--- src/hdl/cdl_pkg.sv ---
// Shared constants and carrier types of the code delay unit
package cdl_pkg;

	////////////////////////////////////////////////////////////////////////
	// Delay line geometry
	localparam int CDL_LINES = 2;
	localparam int CDL_SEG_NUM = 5;
	localparam int CDL_SEG_LEN = 22;
	localparam int CDL_MAX_TAPS = CDL_SEG_NUM * CDL_SEG_LEN;
	localparam int CDL_SP_W = 5;
	// Spacing code n selects n + 1 taps; codes above this clamp
	localparam logic [CDL_SP_W-1:0] CDL_SP_MAX = 5'h15;

	////////////////////////////////////////////////////////////////////////
	// Tap clock divider
	localparam int CDL_DIV_W = 2;
	localparam logic [CDL_DIV_W-1:0] CDL_DIV_RST = 2'h0;
	localparam int CDL_SYNC_PERIOD = 12;

	////////////////////////////////////////////////////////////////////////
	// Input buffering
	localparam int CDL_FIFO_DEPTH = 16;

	////////////////////////////////////////////////////////////////////////
	// Carriers
	typedef struct packed {
		logic code_source_select;
		logic input_swap_select;
		logic tap_clock_source_select;
		logic output_route_select;
		logic [CDL_DIV_W-1:0] tap_clock_divider;
		// Index 0 feeds very early, index 4 very late
		logic [CDL_SEG_NUM-1:0][CDL_SP_W-1:0] spacing;
	} cdl_ctrl_t;

	typedef struct packed {
		logic local_1;
		logic local_2;
		logic chained_1;
		logic chained_2;
	} cdl_word_t;

	localparam int CDL_WORD_W = $bits(cdl_word_t);

	// Bit 1 from line 1 (sign), bit 0 from line 2 (chip enable)
	typedef struct packed {
		logic [1:0] very_early_replica;
		logic [1:0] early;
		logic [1:0] prompt;
		logic [1:0] late;
		logic [1:0] very_late_replica;
	} cdl_replica_t;

endpackage

--- src/hdl/cdl_unit.sv ---
// Channel code delay unit: source select, tap clock, two delay lines
`timescale 1ns/1ps
`default_nettype none

// Functional notes
// RULE1 - Source select picks previous channel or local code
// RULE2 - Time-mux mode forces local code into line 2; with swap set it goes to line 1
// RULE3 - Swap bit crosses inputs onto delay lines
// RULE4 - Tap clock from previous channel or local
// RULE5 - Local tap clock is core clock over divider+1
// RULE6 - Common sync pulse realigns divider counter phase
// RULE7 - Divided resampling adds up to divider cycles lag
// RULE8 - Two identical lines advanced by tap clock
// RULE9 - Each line: five cascaded 22-stage shift registers
// RULE10 - Replica spacing programmable from 1 to 22 taps
// RULE11 - Five replicas: very early through very late
// RULE12 - Route bit set: lines drive chained outputs
// RULE13 - Route bit clear: chained inputs bypass to outputs
// RULE14 - Replica path two bits, low bit enable only
// RULE15 - Reset clears shift registers and divider counter
module cdl_unit #(
	parameter int FIFO_DEPTH = cdl_pkg::CDL_FIFO_DEPTH
) (
	input wire logic clk_i,
	input wire logic rstn_i,
	input wire cdl_pkg::cdl_ctrl_t code_delay_control_i,
	input wire logic time_mux_code_enable_i,
	input wire logic local_code_1_i,
	input wire logic local_code_2_i,
	input wire logic local_code_valid_i,
	output logic local_code_ready_o,
	input wire logic chained_code_in_1_i,
	input wire logic chained_code_in_2_i,
	input wire logic tap_clock_prev_i,
	input wire logic divider_phase_sync_i,
	output var cdl_pkg::cdl_replica_t replicas_o,
	output logic chained_code_out_1_o,
	output logic chained_code_out_2_o,
	output logic tap_clock_o
);

	import cdl_pkg::*;

	if (FIFO_DEPTH < 2) begin : g_chk
		$error("cdl_unit: FIFO_DEPTH must be at least 2");
	end

	////////////////////////////////////////////////////////////////////////
	// Tap selection within one segment, clamped to the segment length
	function automatic logic pick_tap(
		input logic [CDL_SEG_LEN-1:0] seg,
		input logic [CDL_SP_W-1:0] sp
	);
		logic [CDL_SP_W-1:0] idx;
		idx = (sp > CDL_SP_MAX) ? CDL_SP_MAX : sp;
		pick_tap = seg[idx];
	endfunction

	////////////////////////////////////////////////////////////////////////
	// Control decode
	logic src_prev;
	logic swap;
	logic clk_prev;
	logic route_lines;
	logic tmux;
	logic [CDL_DIV_W-1:0] div;

	assign src_prev = code_delay_control_i.code_source_select;
	assign swap = code_delay_control_i.input_swap_select;
	assign clk_prev = code_delay_control_i.tap_clock_source_select;
	assign route_lines = code_delay_control_i.output_route_select;
	assign tmux = time_mux_code_enable_i;
	assign div = code_delay_control_i.tap_clock_divider;

	////////////////////////////////////////////////////////////////////////
	// Tap clock enable
	logic [CDL_DIV_W-1:0] div_cnt_q;
	logic [CDL_DIV_W-1:0] div_cnt_d;
	logic local_tick;
	logic tap_tick;
	logic tap_clock_q;

	// RULE5 divide by div+1
	assign local_tick = div_cnt_q == div;
	// RULE6 sync restarts the count
	assign div_cnt_d = (divider_phase_sync_i || local_tick) ? CDL_DIV_RST :
		CDL_DIV_W'(div_cnt_q + 1'b1);
	// RULE4 tap clock source
	assign tap_tick = clk_prev ? tap_clock_prev_i : local_tick;

	always_ff @(posedge clk_i) begin
		if (!rstn_i) begin
			// RULE15 divider cleared
			div_cnt_q <= CDL_DIV_RST;
			tap_clock_q <= 1'b0;
		end else begin
			div_cnt_q <= div_cnt_d;
			tap_clock_q <= tap_tick;
		end
	end

	assign tap_clock_o = tap_clock_q;

	////////////////////////////////////////////////////////////////////////
	// Sample buffer; the generator stalls on a full buffer
	cdl_word_t word_in;
	cdl_word_t word;
	logic word_valid;
	logic pop;

	assign word_in = '{
		local_1: local_code_1_i,
		local_2: local_code_2_i,
		chained_1: chained_code_in_1_i,
		chained_2: chained_code_in_2_i
	};

	cdl_fifo #(
		.WIDTH(CDL_WORD_W),
		.DEPTH(FIFO_DEPTH)
	) u_fifo (
		.clk_i(clk_i),
		.rstn_i(rstn_i),
		.in_data_i(word_in),
		.in_valid_i(local_code_valid_i),
		.in_ready_o(local_code_ready_o),
		.out_data_o(word),
		.out_valid_o(word_valid),
		.out_ready_i(tap_tick)
	);

	// RULE7 resampled on the slower tick, lag up to div cycles
	assign pop = tap_tick & word_valid;

	////////////////////////////////////////////////////////////////////////
	// Input routing
	logic in1;
	logic in2;
	logic [CDL_LINES-1:0] line_in;

	// RULE1 source select
	assign in1 = src_prev ? word.chained_1 : word.local_1;
	// RULE2 input 2 keeps local code under time-mux
	assign in2 = (src_prev && !tmux) ? word.chained_2 : word.local_2;
	// RULE3 input swap
	assign line_in[0] = swap ? in2 : in1;
	assign line_in[1] = swap ? in1 : in2;

	////////////////////////////////////////////////////////////////////////
	// Delay lines
	logic [CDL_LINES-1:0][CDL_SEG_NUM-1:0][CDL_SEG_LEN-1:0] seg_q;
	logic [CDL_LINES-1:0][CDL_SEG_NUM-1:0] seg_in;
	logic [CDL_LINES-1:0][CDL_SEG_NUM-1:0] tap;

	for (genvar l = 0; l < CDL_LINES; l++) begin : g_line
		for (genvar k = 0; k < CDL_SEG_NUM; k++) begin : g_seg
			// RULE9 segments cascade through the selected tap
			if (k == 0) begin : g_head
				assign seg_in[l][k] = line_in[l];
			end else begin : g_tail
				assign seg_in[l][k] = tap[l][k-1];
			end
			// RULE10 spacing per segment
			assign tap[l][k] = pick_tap(seg_q[l][k],
				code_delay_control_i.spacing[k]);
		end
	end

	always_ff @(posedge clk_i) begin
		if (!rstn_i) begin
			// RULE15 lines cleared
			seg_q <= '0;
		end else if (pop) begin
			// RULE8 both lines advance together
			for (int l = 0; l < CDL_LINES; l++) begin
				for (int k = 0; k < CDL_SEG_NUM; k++) begin
					seg_q[l][k] <= {seg_q[l][k][CDL_SEG_LEN-2:0],
						seg_in[l][k]};
				end
			end
		end
	end

	////////////////////////////////////////////////////////////////////////
	// Replica and chained outputs
	cdl_replica_t rep_d;
	cdl_replica_t rep_q;
	logic [CDL_SEG_NUM-1:0][1:0] rep_pair;
	logic out1_d;
	logic out2_d;
	logic out1_q;
	logic out2_q;

	// RULE14 low bit only as time-mux chip enable
	for (genvar k = 0; k < CDL_SEG_NUM; k++) begin : g_rep
		assign rep_pair[k] = {tap[0][k], tmux & tap[1][k]};
	end

	// RULE11 five replicas in order
	assign rep_d = '{
		very_early_replica: rep_pair[0],
		early: rep_pair[1],
		prompt: rep_pair[2],
		late: rep_pair[3],
		very_late_replica: rep_pair[4]
	};

	// RULE12 lines drive the chain
	// RULE13 bypass for channel slaving
	assign out1_d = route_lines ? tap[0][CDL_SEG_NUM-1] : chained_code_in_1_i;
	assign out2_d = route_lines ? tap[1][CDL_SEG_NUM-1] : chained_code_in_2_i;

	always_ff @(posedge clk_i) begin
		if (!rstn_i) begin
			rep_q <= '0;
			out1_q <= 1'b0;
			out2_q <= 1'b0;
		end else begin
			rep_q <= rep_d;
			out1_q <= out1_d;
			out2_q <= out2_d;
		end
	end

	assign replicas_o = rep_q;
	assign chained_code_out_1_o = out1_q;
	assign chained_code_out_2_o = out2_q;
endmodule

`default_nettype wire

--- src/hdl/cdl_fifo.sv ---
// Parameterised valid/ready FIFO for the code sample stream
`timescale 1ns/1ps
`default_nettype none

module cdl_fifo #(
	parameter int WIDTH = 4,
	parameter int DEPTH = 16
) (
	input wire logic clk_i,
	input wire logic rstn_i,
	input wire logic [WIDTH-1:0] in_data_i,
	input wire logic in_valid_i,
	output logic in_ready_o,
	output logic [WIDTH-1:0] out_data_o,
	output logic out_valid_o,
	input wire logic out_ready_i
);

	localparam int AW = $clog2(DEPTH);

	if (DEPTH < 2 || (1 << AW) != DEPTH) begin : g_chk
		$error("cdl_fifo: DEPTH must be a power of two, at least 2");
	end

	logic [WIDTH-1:0] mem [DEPTH];
	logic [AW-1:0] wr_q;
	logic [AW-1:0] rd_q;
	logic [AW:0] cnt_q;
	logic [AW:0] cnt_d;
	logic ready_q;
	logic push;
	logic pop;

	assign push = in_valid_i & ready_q;
	assign pop = out_ready_i & out_valid_o;
	assign cnt_d = cnt_q + (AW+1)'(push) - (AW+1)'(pop);
	assign out_valid_o = cnt_q != '0;
	assign out_data_o = mem[rd_q];
	assign in_ready_o = ready_q;

	// Ready is registered so the source sees it straight from a flop
	always_ff @(posedge clk_i) begin
		if (!rstn_i) begin
			wr_q <= '0;
			rd_q <= '0;
			cnt_q <= '0;
			ready_q <= 1'b0;
		end else begin
			wr_q <= wr_q + AW'(push);
			rd_q <= rd_q + AW'(pop);
			cnt_q <= cnt_d;
			ready_q <= cnt_d != (AW+1)'(DEPTH);
		end
	end

	always_ff @(posedge clk_i) begin
		if (push) begin
			mem[wr_q] <= in_data_i;
		end
	end

endmodule

`default_nettype wire

--- config.mk ---
export PLATFORM = sky130hd
export DESIGN_NAME = cdl_unit
export DESIGN_NICKNAME = d
export VERILOG_FILES = /design/src/hdl/cdl_pkg.sv /design/src/hdl/cdl_unit.sv /design/src/hdl/cdl_fifo.sv
export SDC_FILE = /design/constraint.sdc
export NUM_CORES = 1
export LEC_CHECK = 0
export BUFFER_PORTS_ARGS = -buffer_cell sky130_fd_sc_hd__buf_2
export CAP_MARGIN = 20
export CORE_MARGIN = 3
export CORE_UTILIZATION = 40
export DETAILED_ROUTE_END_ITERATION = 6
export GPL_ROUTABILITY_DRIVEN = 1
export MAX_ROUTING_LAYER = met4
export PLACE_DENSITY_LB_ADDON = 0.05
export SETUP_SLACK_MARGIN = 0.4
export SYNTH_ARGS = -nofsm -noshare
export SYNTH_HDL_FRONTEND = slang
export SYNTH_HIERARCHICAL = 1
export SYNTH_SLANG_ARGS = --single-unit
--- constraint.sdc ---
create_clock -name clk_i -period 3.9 [get_ports clk_i]
set_input_delay 0.585 -clock clk_i [delete_from_list [all_inputs] [get_ports clk_i]]
set_output_delay 0.585 -clock clk_i [all_outputs]
set_load 0.005 [all_outputs]
==> flow_metrics.py, run 1 <==
metrics = {
    "die": {
        "die_h_um": 193,
        "die-area_um2": 37100,
        "die_width_um": 193,
        "num_rows": 67,
        "core_um2": 34000,
        "start_util_pct": 41.0,
        "num_io_pins": 55,
    },
    "setup_path": {
        "worst-path-max-fanout": 3,
        "path_class": "reg2reg",
        "slowest_stage": "or4b_2",
        "slowest_delay_ps": 660,
        "cp_data_required_time_ps": 4290,
        "worst_setup_path_end_kind": "flip-flop",
        "cp-start-kind": "flip-flop",
        "worstPathArrival_ps": 3430,
        "path_cells": "inv_1, ha_1, or4b_2, and2_1, ha_1, inv_1, ha_1, inv_1, fa_1, xnor2_1, nor3b_1, a31oi_1",
    },
    "timing": {
        "hold_viol": 0,
        "period_share_pct": 78.1,
        "setup_tns_ps": 0,
        "setup_ws_ps": 853,
        "finClkSkew_ps": 16.2,
        "maxSlewHeadroom_pct": 49.0,
        "drv_slew": 0,
        "setup_viol": 0,
        "rsz0062_at_grt": "no",
        "final.min_clock_period_ps": 3050,
        "worstMarginPinSlew_ps": 758,
        "fmax_ghz": 0.328,
    },
    "global_route": {
        "grt_pass1_vias": 10276,
        "antenna_found_initial": 0,
        "grt_max_degree": 85,
        "grt_overflow": 0,
        "track_usage_pct": 18.2,
        "grt_pass1_wl_um": 54000,
    },
    "clock_tree": {
        "postCtsHoldBufs": 0,
        "clkTransAtPathRegs_ps": 60,
        "clock-sinks": 313,
        "cts-root-buf": "clkbuf_16",
        "cts_resized": 0,
        "h-tree-depth": 2,
        "clock_latency_ps": 530,
        "cts_buffer_depth": 3,
        "postCtsSetupBuffers": 0,
        "cts-buffers-inserted": 37,
        "cts_tree": "done",
    },
    "detailed_routing": {
        "drc": 0,
        "met3WireLength_um": 950,
        "wl_met1_um": 15800,
        "vias_per_cell": 5.30,
        "first_iter_violations": 682,
        "wl_per_cell_um": 15.9,
        "via_count": 10893,
        "antenna_left": 0,
        "top_layer": "met4",
        "wl_met2_um": 15400,
        "first_pass_iters": 5,
        "routed_wl_um": 32800,
    },
    "cells_and_area": {
        "nets": 1634,
        "final-instance-count-excl-fill": 2055,
        "layout-drive-gt1-share_pct": 9.77,
        "syn2layout_area_growth_pct": 12.7,
        "final_area_um2": 15700,
        "diodes": 0,
    },
    "pwr": {
        "leakage_uw": 0.00533,
        "powerDensity_nw_per_um2": 536,
        "switchingPower_uw": 2340,
        "report.power.total_uw": 8410,
        "power_frac_seq_pct": 41.5,
        "p_int_uw": 6070,
        "pwr-share-clk_pct": 42.5,
        "ir_drop_uv": 397,
        "swShare_pct": 27.9,
        "comb_power_share_pct": 16.0,
    },
    "logic_synthesis": {
        "yosys.area.top_type": "dfxtp_1",
        "avgSynthCellArea_um2": 8.78,
        "ys_seq_area_share_pct": 49.6,
        "async_reset_ff_share_pct": 0,
        "netlist.area_leader.share_pct": 35.8,
        "synth_warnings": 6,
        "ys_top_cells_by_area": "dfxtp_1, edfxtp_1, nand2_1",
        "synth_cells": 1586,
        "synthesis.nets": 1638,
        "ys_ff_latch": 313,
        "synth_top_flop_cell": "dfxtp_1",
        "synth_edf_count": 64,
        "synth_area_um2": 13900,
        "yosysUniqueCellTypes": 76,
    },
    "outcome": {
        "status": "complete, no violations",
    },
    "run": {
        "drv_cap": 0,
    },
    "placement": {
        "port_buffers": 54,
        "place.gp.congestion": 0.765,
        "pre_cts_slack_ps": 778,
        "placed_cells": 1991,
        "place_area_um2": 14400,
        "dp_hpwl_um": 20900,
    },
    "hold_path": {
        "hold_class": "in2reg",
    },
}
[per-stage QoR]
stage | hold slack, ps | util [%]
floorplan | 440 | -
global placement | 450 | 42.5
detailed placement | 460 | 42.5
CTS | 263 | 46.2
global route | 287 | 46.2
finish | 288 | 46.2
[placed cells by master (no fill, tap or decap), types with 6 or more instances in the layout]
cell type / count
nand2_1: 476
dfxtp_1: 249
a21oi_1: 226
edfxtp_1: 64
buf_2: 54
nor2_1: 52
clkbuf_16: 39
inv_1: 31
o21ai_0: 29
mux2i_1: 28
a22oi_1: 23
nand3_1: 18
nand2b_1: 18
mux4_1: 16
a21o_1: 15
nor3_1: 14
nor2b_1: 14
and2_1: 12
a31oi_1: 12
a21boi_0: 12
a221oi_1: 10
ha_1: 10
o221ai_1: 9
o211ai_1: 9
o22ai_1: 9
a211oi_1: 8
clkbuf_8: 8
buf_4: 8
mux4_2: 6
[worst max-delay path, delay by kind of cell (launching register included)]
family / cells / cell delay (ps)
xor gates and xnor gates: 1 / 170
buffers and inverters: 3 / 190
AOI/OAI and AO/OA: 1 / 140
DFF: 1 / 310
adders and majority gates: 4 / 960
and+or+nand+nor: 3 / 1180
[power groups by stage]
stage / Sequential, uW / Clock (uW) / Combinational (uW)
after floorplan: 3510 / 0 / 1040
after global placement: 3560 / 0 / 1360
after detailed placement: 3560 / 0 / 1370
after CTS: 3490 / 3680 / 1380
after global routing: 3500 / 3790 / 1520
final: 3490 / 3580 / 1350
[per-layer routing]
metal | global-route usage (%) | up-vias
met5 | - | -
met4 | 4.68 | 0
met3 | 2.47 | 50
met2 | 28.9 | 146
met1 | 24.7 | 5166
li1 | - | 5531
[cells by family (layout without fill, tap and decap cells)]
| group | Yosys count | count (layout) | share of synthesized area, % |
|---|---|---|---|
| buf+inv | 144 | 165 | 4.62 |
| simple gates | 630 | 630 | 18.7 |
| mux | 55 | 55 | 6.41 |
| xor+xnor | 10 | 10 | 0.629 |
| compound gates | 423 | 423 | 19.0 |
| flops | 313 | 313 | 49.6 |
| fa+ha+maj | 11 | 11 | 1.04 |
[cells in the mapped netlist (4+ instances only)]
| master | instances |
|---|---|
| a211oi_1 | 8 |
| a21o_1 | 15 |
| o21ai_1 | 5 |
| a211o_1 | 4 |
| xor2_1 | 5 |
| nand2b_1 | 18 |
| o211ai_1 | 9 |
| nor2b_1 | 14 |
| ha_1 | 10 |
| nor2_1 | 52 |
| o21a_1 | 5 |
| buf_2 | 42 |
| inv_1 | 31 |
| a31oi_1 | 12 |
| xnor2_1 | 5 |
| edfxtp_1 | 64 |
| o22ai_1 | 9 |
| a32oi_1 | 5 |
| nand2_1 | 477 |
| a221oi_1 | 10 |
| and3_1 | 4 |
| clkbuf_1 | 60 |
| o221ai_1 | 9 |
| nand3_1 | 18 |
| mux4_2 | 6 |
| or3_1 | 4 |
| mux4_1 | 16 |
| nor4b_1 | 4 |
| and2_1 | 13 |
| o21ai_0 | 29 |
| mux2_2 | 5 |
| dfxtp_1 | 249 |
| a21boi_0 | 12 |
| nor3_1 | 14 |
| a22oi_1 | 23 |
| a21oi_1 | 226 |
| mux2i_1 | 28 |
[sequential cells by signal, summed over array words and instances (netlist names), 2 cells and up]
signal,cells
u_fifo/cnt_q,5
replicas_o,10
u_fifo/rd_q,4
div_cnt_q,2
u_fifo/wr_q,4
seg_q,220
u_fifo/mem,64
[final timing paths]
path,end,cells after the start,startpoint,slack (ps)
setup reg to reg,u_fifo/in_ready_o$_SDFF_PN0_,12,u_fifo/cnt_q[3]$_SDFF_PN0_,850
hold / removal,chained_code_out_1_o$_SDFF_PN0_,2,code_delay_control_i[27],290
setup / recovery,u_fifo/in_ready_o$_SDFF_PN0_,12,u_fifo/cnt_q[3]$_SDFF_PN0_,850
hold reg to reg,seg_q[16]$_SDFFE_PN0P_,2,seg_q[15]$_SDFFE_PN0P_,460
[layout make-up]
type                            instances  area (um^2)
Clock buffer                           52         1100
Clock inverter                         12          173
Fill cell                            3294        18300
Inverter                               34          133
Multi-Input combinational cell       1129         6380
Sequential cell                       313         6910
Tap cell                              448          561
Timing Repair Buffer                   67          430
Note: power is estimated with default switching activity, not from simulation.
==> inputs of run 2 (changes only) <==
==> constraint.sdc (replaced) <==
create_clock -name clk_i -period 2.8 [get_ports clk_i]
set_input_delay 0.42 -clock clk_i [delete_from_list [all_inputs] [get_ports clk_i]]
set_output_delay 0.42 -clock clk_i [all_outputs]
set_load 0.005 [all_outputs]
==> flow_metrics.py, run 2 (synthesis results as in run 1) <==
metrics = {
    "cells_and_area": {
        "layout-drive-gt1-share_pct": 11.8,
        "final_cell_mix": "nand2_1, dfxtp_1, a21oi_1",
        "top_register": "seg_q",
        "fillCellCount": 3305,
        "diodes": 0,
        "layout_commonest_cell": "nand2_1",
        "final_area_um2": 15900,
        "syn2layout_area_growth_pct": 14.3,
        "nets": 1660,
        "largest_reg_flops": 220,
    },
    "timing": {
        "setup_tns_ps": 0,
        "period_share_pct": 90.0,
        "final.min_clock_period_ps": 2520,
        "fmax_ghz": 0.397,
        "hold_viol": 0,
        "drv_slew": 0,
        "maxSlewHeadroom_pct": 56.6,
        "setup_viol": 0,
        "worstMarginPinSlew_ps": 646,
        "rsz0062_at_grt": "yes",
        "finClkSkew_ps": 22.0,
    },
    "hold_path": {
        "hold_class": "in2reg",
        "timing.hold.worst_path_depth": 3,
        "min_from": "divider_phase_sync_i",
        "holdPathEnd": "div_cnt_q[1]$_SDFF_PP0_",
    },
    "global_route": {
        "grt_max_degree": 84,
        "met1_usage_pct": 25.2,
        "grt_pass1_wl_um": 54600,
        "grt_overflow": 0,
        "grt_pass1_vias": 10230,
        "grtUsageMet2_pct": 28.7,
        "grt_busiest_layer": "met2",
        "gr-usage-met3_pct": 2.65,
        "antenna_found_initial": 0,
        "track_usage_pct": 18.5,
    },
    "clock_tree": {
        "clock_latency_ps": 530,
        "clkTransAtPathRegs_ps": 50,
        "cts-buffers-inserted": 37,
        "h-tree-depth": 2,
        "cts_tree": "done",
        "cts_buffer_depth": 3,
        "cts-root-buf": "clkbuf_16",
        "clock-sinks": 313,
    },
    "setup_path": {
        "critPathTopFamily": "adder cells",
        "r2r_cells": 13,
        "r2r_slack_ps": 280,
        "worst_setup_path_end_kind": "flip-flop",
        "worstPathArrival_ps": 2910,
        "worst-path-max-fanout": 2,
        "cp_data_required_time_ps": 3190,
        "path_cells": "inv_2, ha_4, or4b_4, and2_4, ha_4, inv_4, ha_4, inv_2, fa_2, nand2b_4, a21oi_2, xnor2_1, a31oi_1",
        "cp_common_cell": "ha_4",
        "crit-reg2reg-launch": "u_fifo/cnt_q[3]$_SDFF_PN0_",
        "crit_buf_inv": 3,
        "slowest_stage": "or4b_4",
        "slowest_delay_ps": 450,
        "path_class": "reg2reg",
        "cp-start-kind": "flip-flop",
        "cp.depth": 13,
        "r2r_end": "u_fifo/in_ready_o$_SDFF_PN0_",
    },
    "pwr": {
        "ir_drop_uv": 460,
        "leakage_uw": 0.00544,
        "powerDensity_nw_per_um2": 739,
    },
    "placement": {
        "place.gp.congestion": 0.771,
        "port_buffers": 54,
        "dp_hpwl_um": 21900,
        "place_area_um2": 14600,
    },
    "die": {
        "die-area_um2": 37100,
        "die_h_um": 193,
        "num_rows": 67,
        "die_width_um": 193,
        "core_um2": 34000,
        "num_io_pins": 55,
        "start_util_pct": 41.0,
    },
    "detailed_routing": {
        "antenna_left": 0,
        "drc": 0,
        "wl_per_cell_um": 16.0,
        "first_pass_iters": 4,
        "vias_per_cell": 5.33,
        "routed_wl_um": 33200,
        "via_count": 11099,
        "first_iter_violations": 543,
    },
    "run": {
        "drv_cap": 0,
    },
    "outcome": {
        "status": "complete, no violations",
    },
}
[run 2: changes by cell type in the layout (fill, tap and decap cells not counted), moves of 3 or more]
cell,before,now
buf_4,8,32
clkinv_1,0,5
inv_1,31,27
ha_1,10,7
ha_4,0,3
inv_2,2,5
[run 2: area by class of cell]
type	instances	area (um^2)	share of cell area, %
Timing Repair Buffer	93	651	4.09
Inverter	34	135	0.849
Multi-Input combinational cell	1129	6440	40.5
Sequential cell	313	6910	43.4
Clock inverter	13	115	0.723
Tap cell	448	561	3.52
Clock buffer	51	1100	6.92
[run 2: stage by stage]
stage | setup slack [ps] | utilization, % | instances | hold slack (ps) | power, uW
2_1_floorplan | 299 | - | 1586 | 440 | 6420
3_3_place_gp | 197 | 43.1 | 2010 | 451 | 7030
3_5_place_dp | 154 | 43.1 | 2010 | 457 | 7040
4_1_cts | 254 | 46.8 | 2079 | 153 | 11900
5_1_grt | 165 | 46.9 | 2081 | 188 | 12400
6_report | 279 | 46.9 | 2081 | 176 | 11800
[run 2: what timing repair did]
action,4_1_cts,5_1_grt
pin swaps,4,3
resized for setup,0,2
setup endpoints to repair,3,5
buffers inserted,5,2
hold buffers,0,0
[run 2: worst min-delay path: cells and delay by family]
| family | cells | cell delay, ps |
|---|---|---|
| AND/OR/NAND/NOR | 2 | 160 |
| buffers and inverters | 1 | 70 |
[run 2: worst max path at each step]
| stage | startpoint | to | slack, ps |
|---|---|---|---|
| after floorplan | u_fifo/cnt_q[3]$_SDFF_PN0_ | u_fifo/in_ready_o$_SDFF_PN0_ | 300 |
| after global placement | u_fifo/cnt_q[3]$_SDFF_PN0_ | u_fifo/in_ready_o$_SDFF_PN0_ | 200 |
| after detailed placement | u_fifo/cnt_q[3]$_SDFF_PN0_ | u_fifo/in_ready_o$_SDFF_PN0_ | 150 |
| after CTS | u_fifo/cnt_q[3]$_SDFF_PN0_ | u_fifo/in_ready_o$_SDFF_PN0_ | 250 |
| after global routing | u_fifo/cnt_q[3]$_SDFF_PN0_ | u_fifo/in_ready_o$_SDFF_PN0_ | 160 |
| final | u_fifo/cnt_q[3]$_SDFF_PN0_ | u_fifo/in_ready_o$_SDFF_PN0_ | 280 |
[run 2: power breakdown]
| group | internal, uW | leakage, uW | total [uW] | switching, uW |
|---|---|---|---|---|
| clock | 2920 | 0.000599 | 4780 | 1860 |
| combinational | 788 | 0.00225 | 2160 | 1370 |
| sequential | 4730 | 0.00259 | 4830 | 101 |
| total | 8440 | 0.00544 | 11800 | 3330 |
[run 2: per-layer routing]
| metal | share of wire [%] | up-vias |
|---|---|---|
| met5 | 0 | - |
| met4 | 2.4 | 0 |
| met3 | 3.3 | 55 |
| met2 | 46 | 165 |
| met1 | 48 | 5296 |
| li1 | - | 5583 |
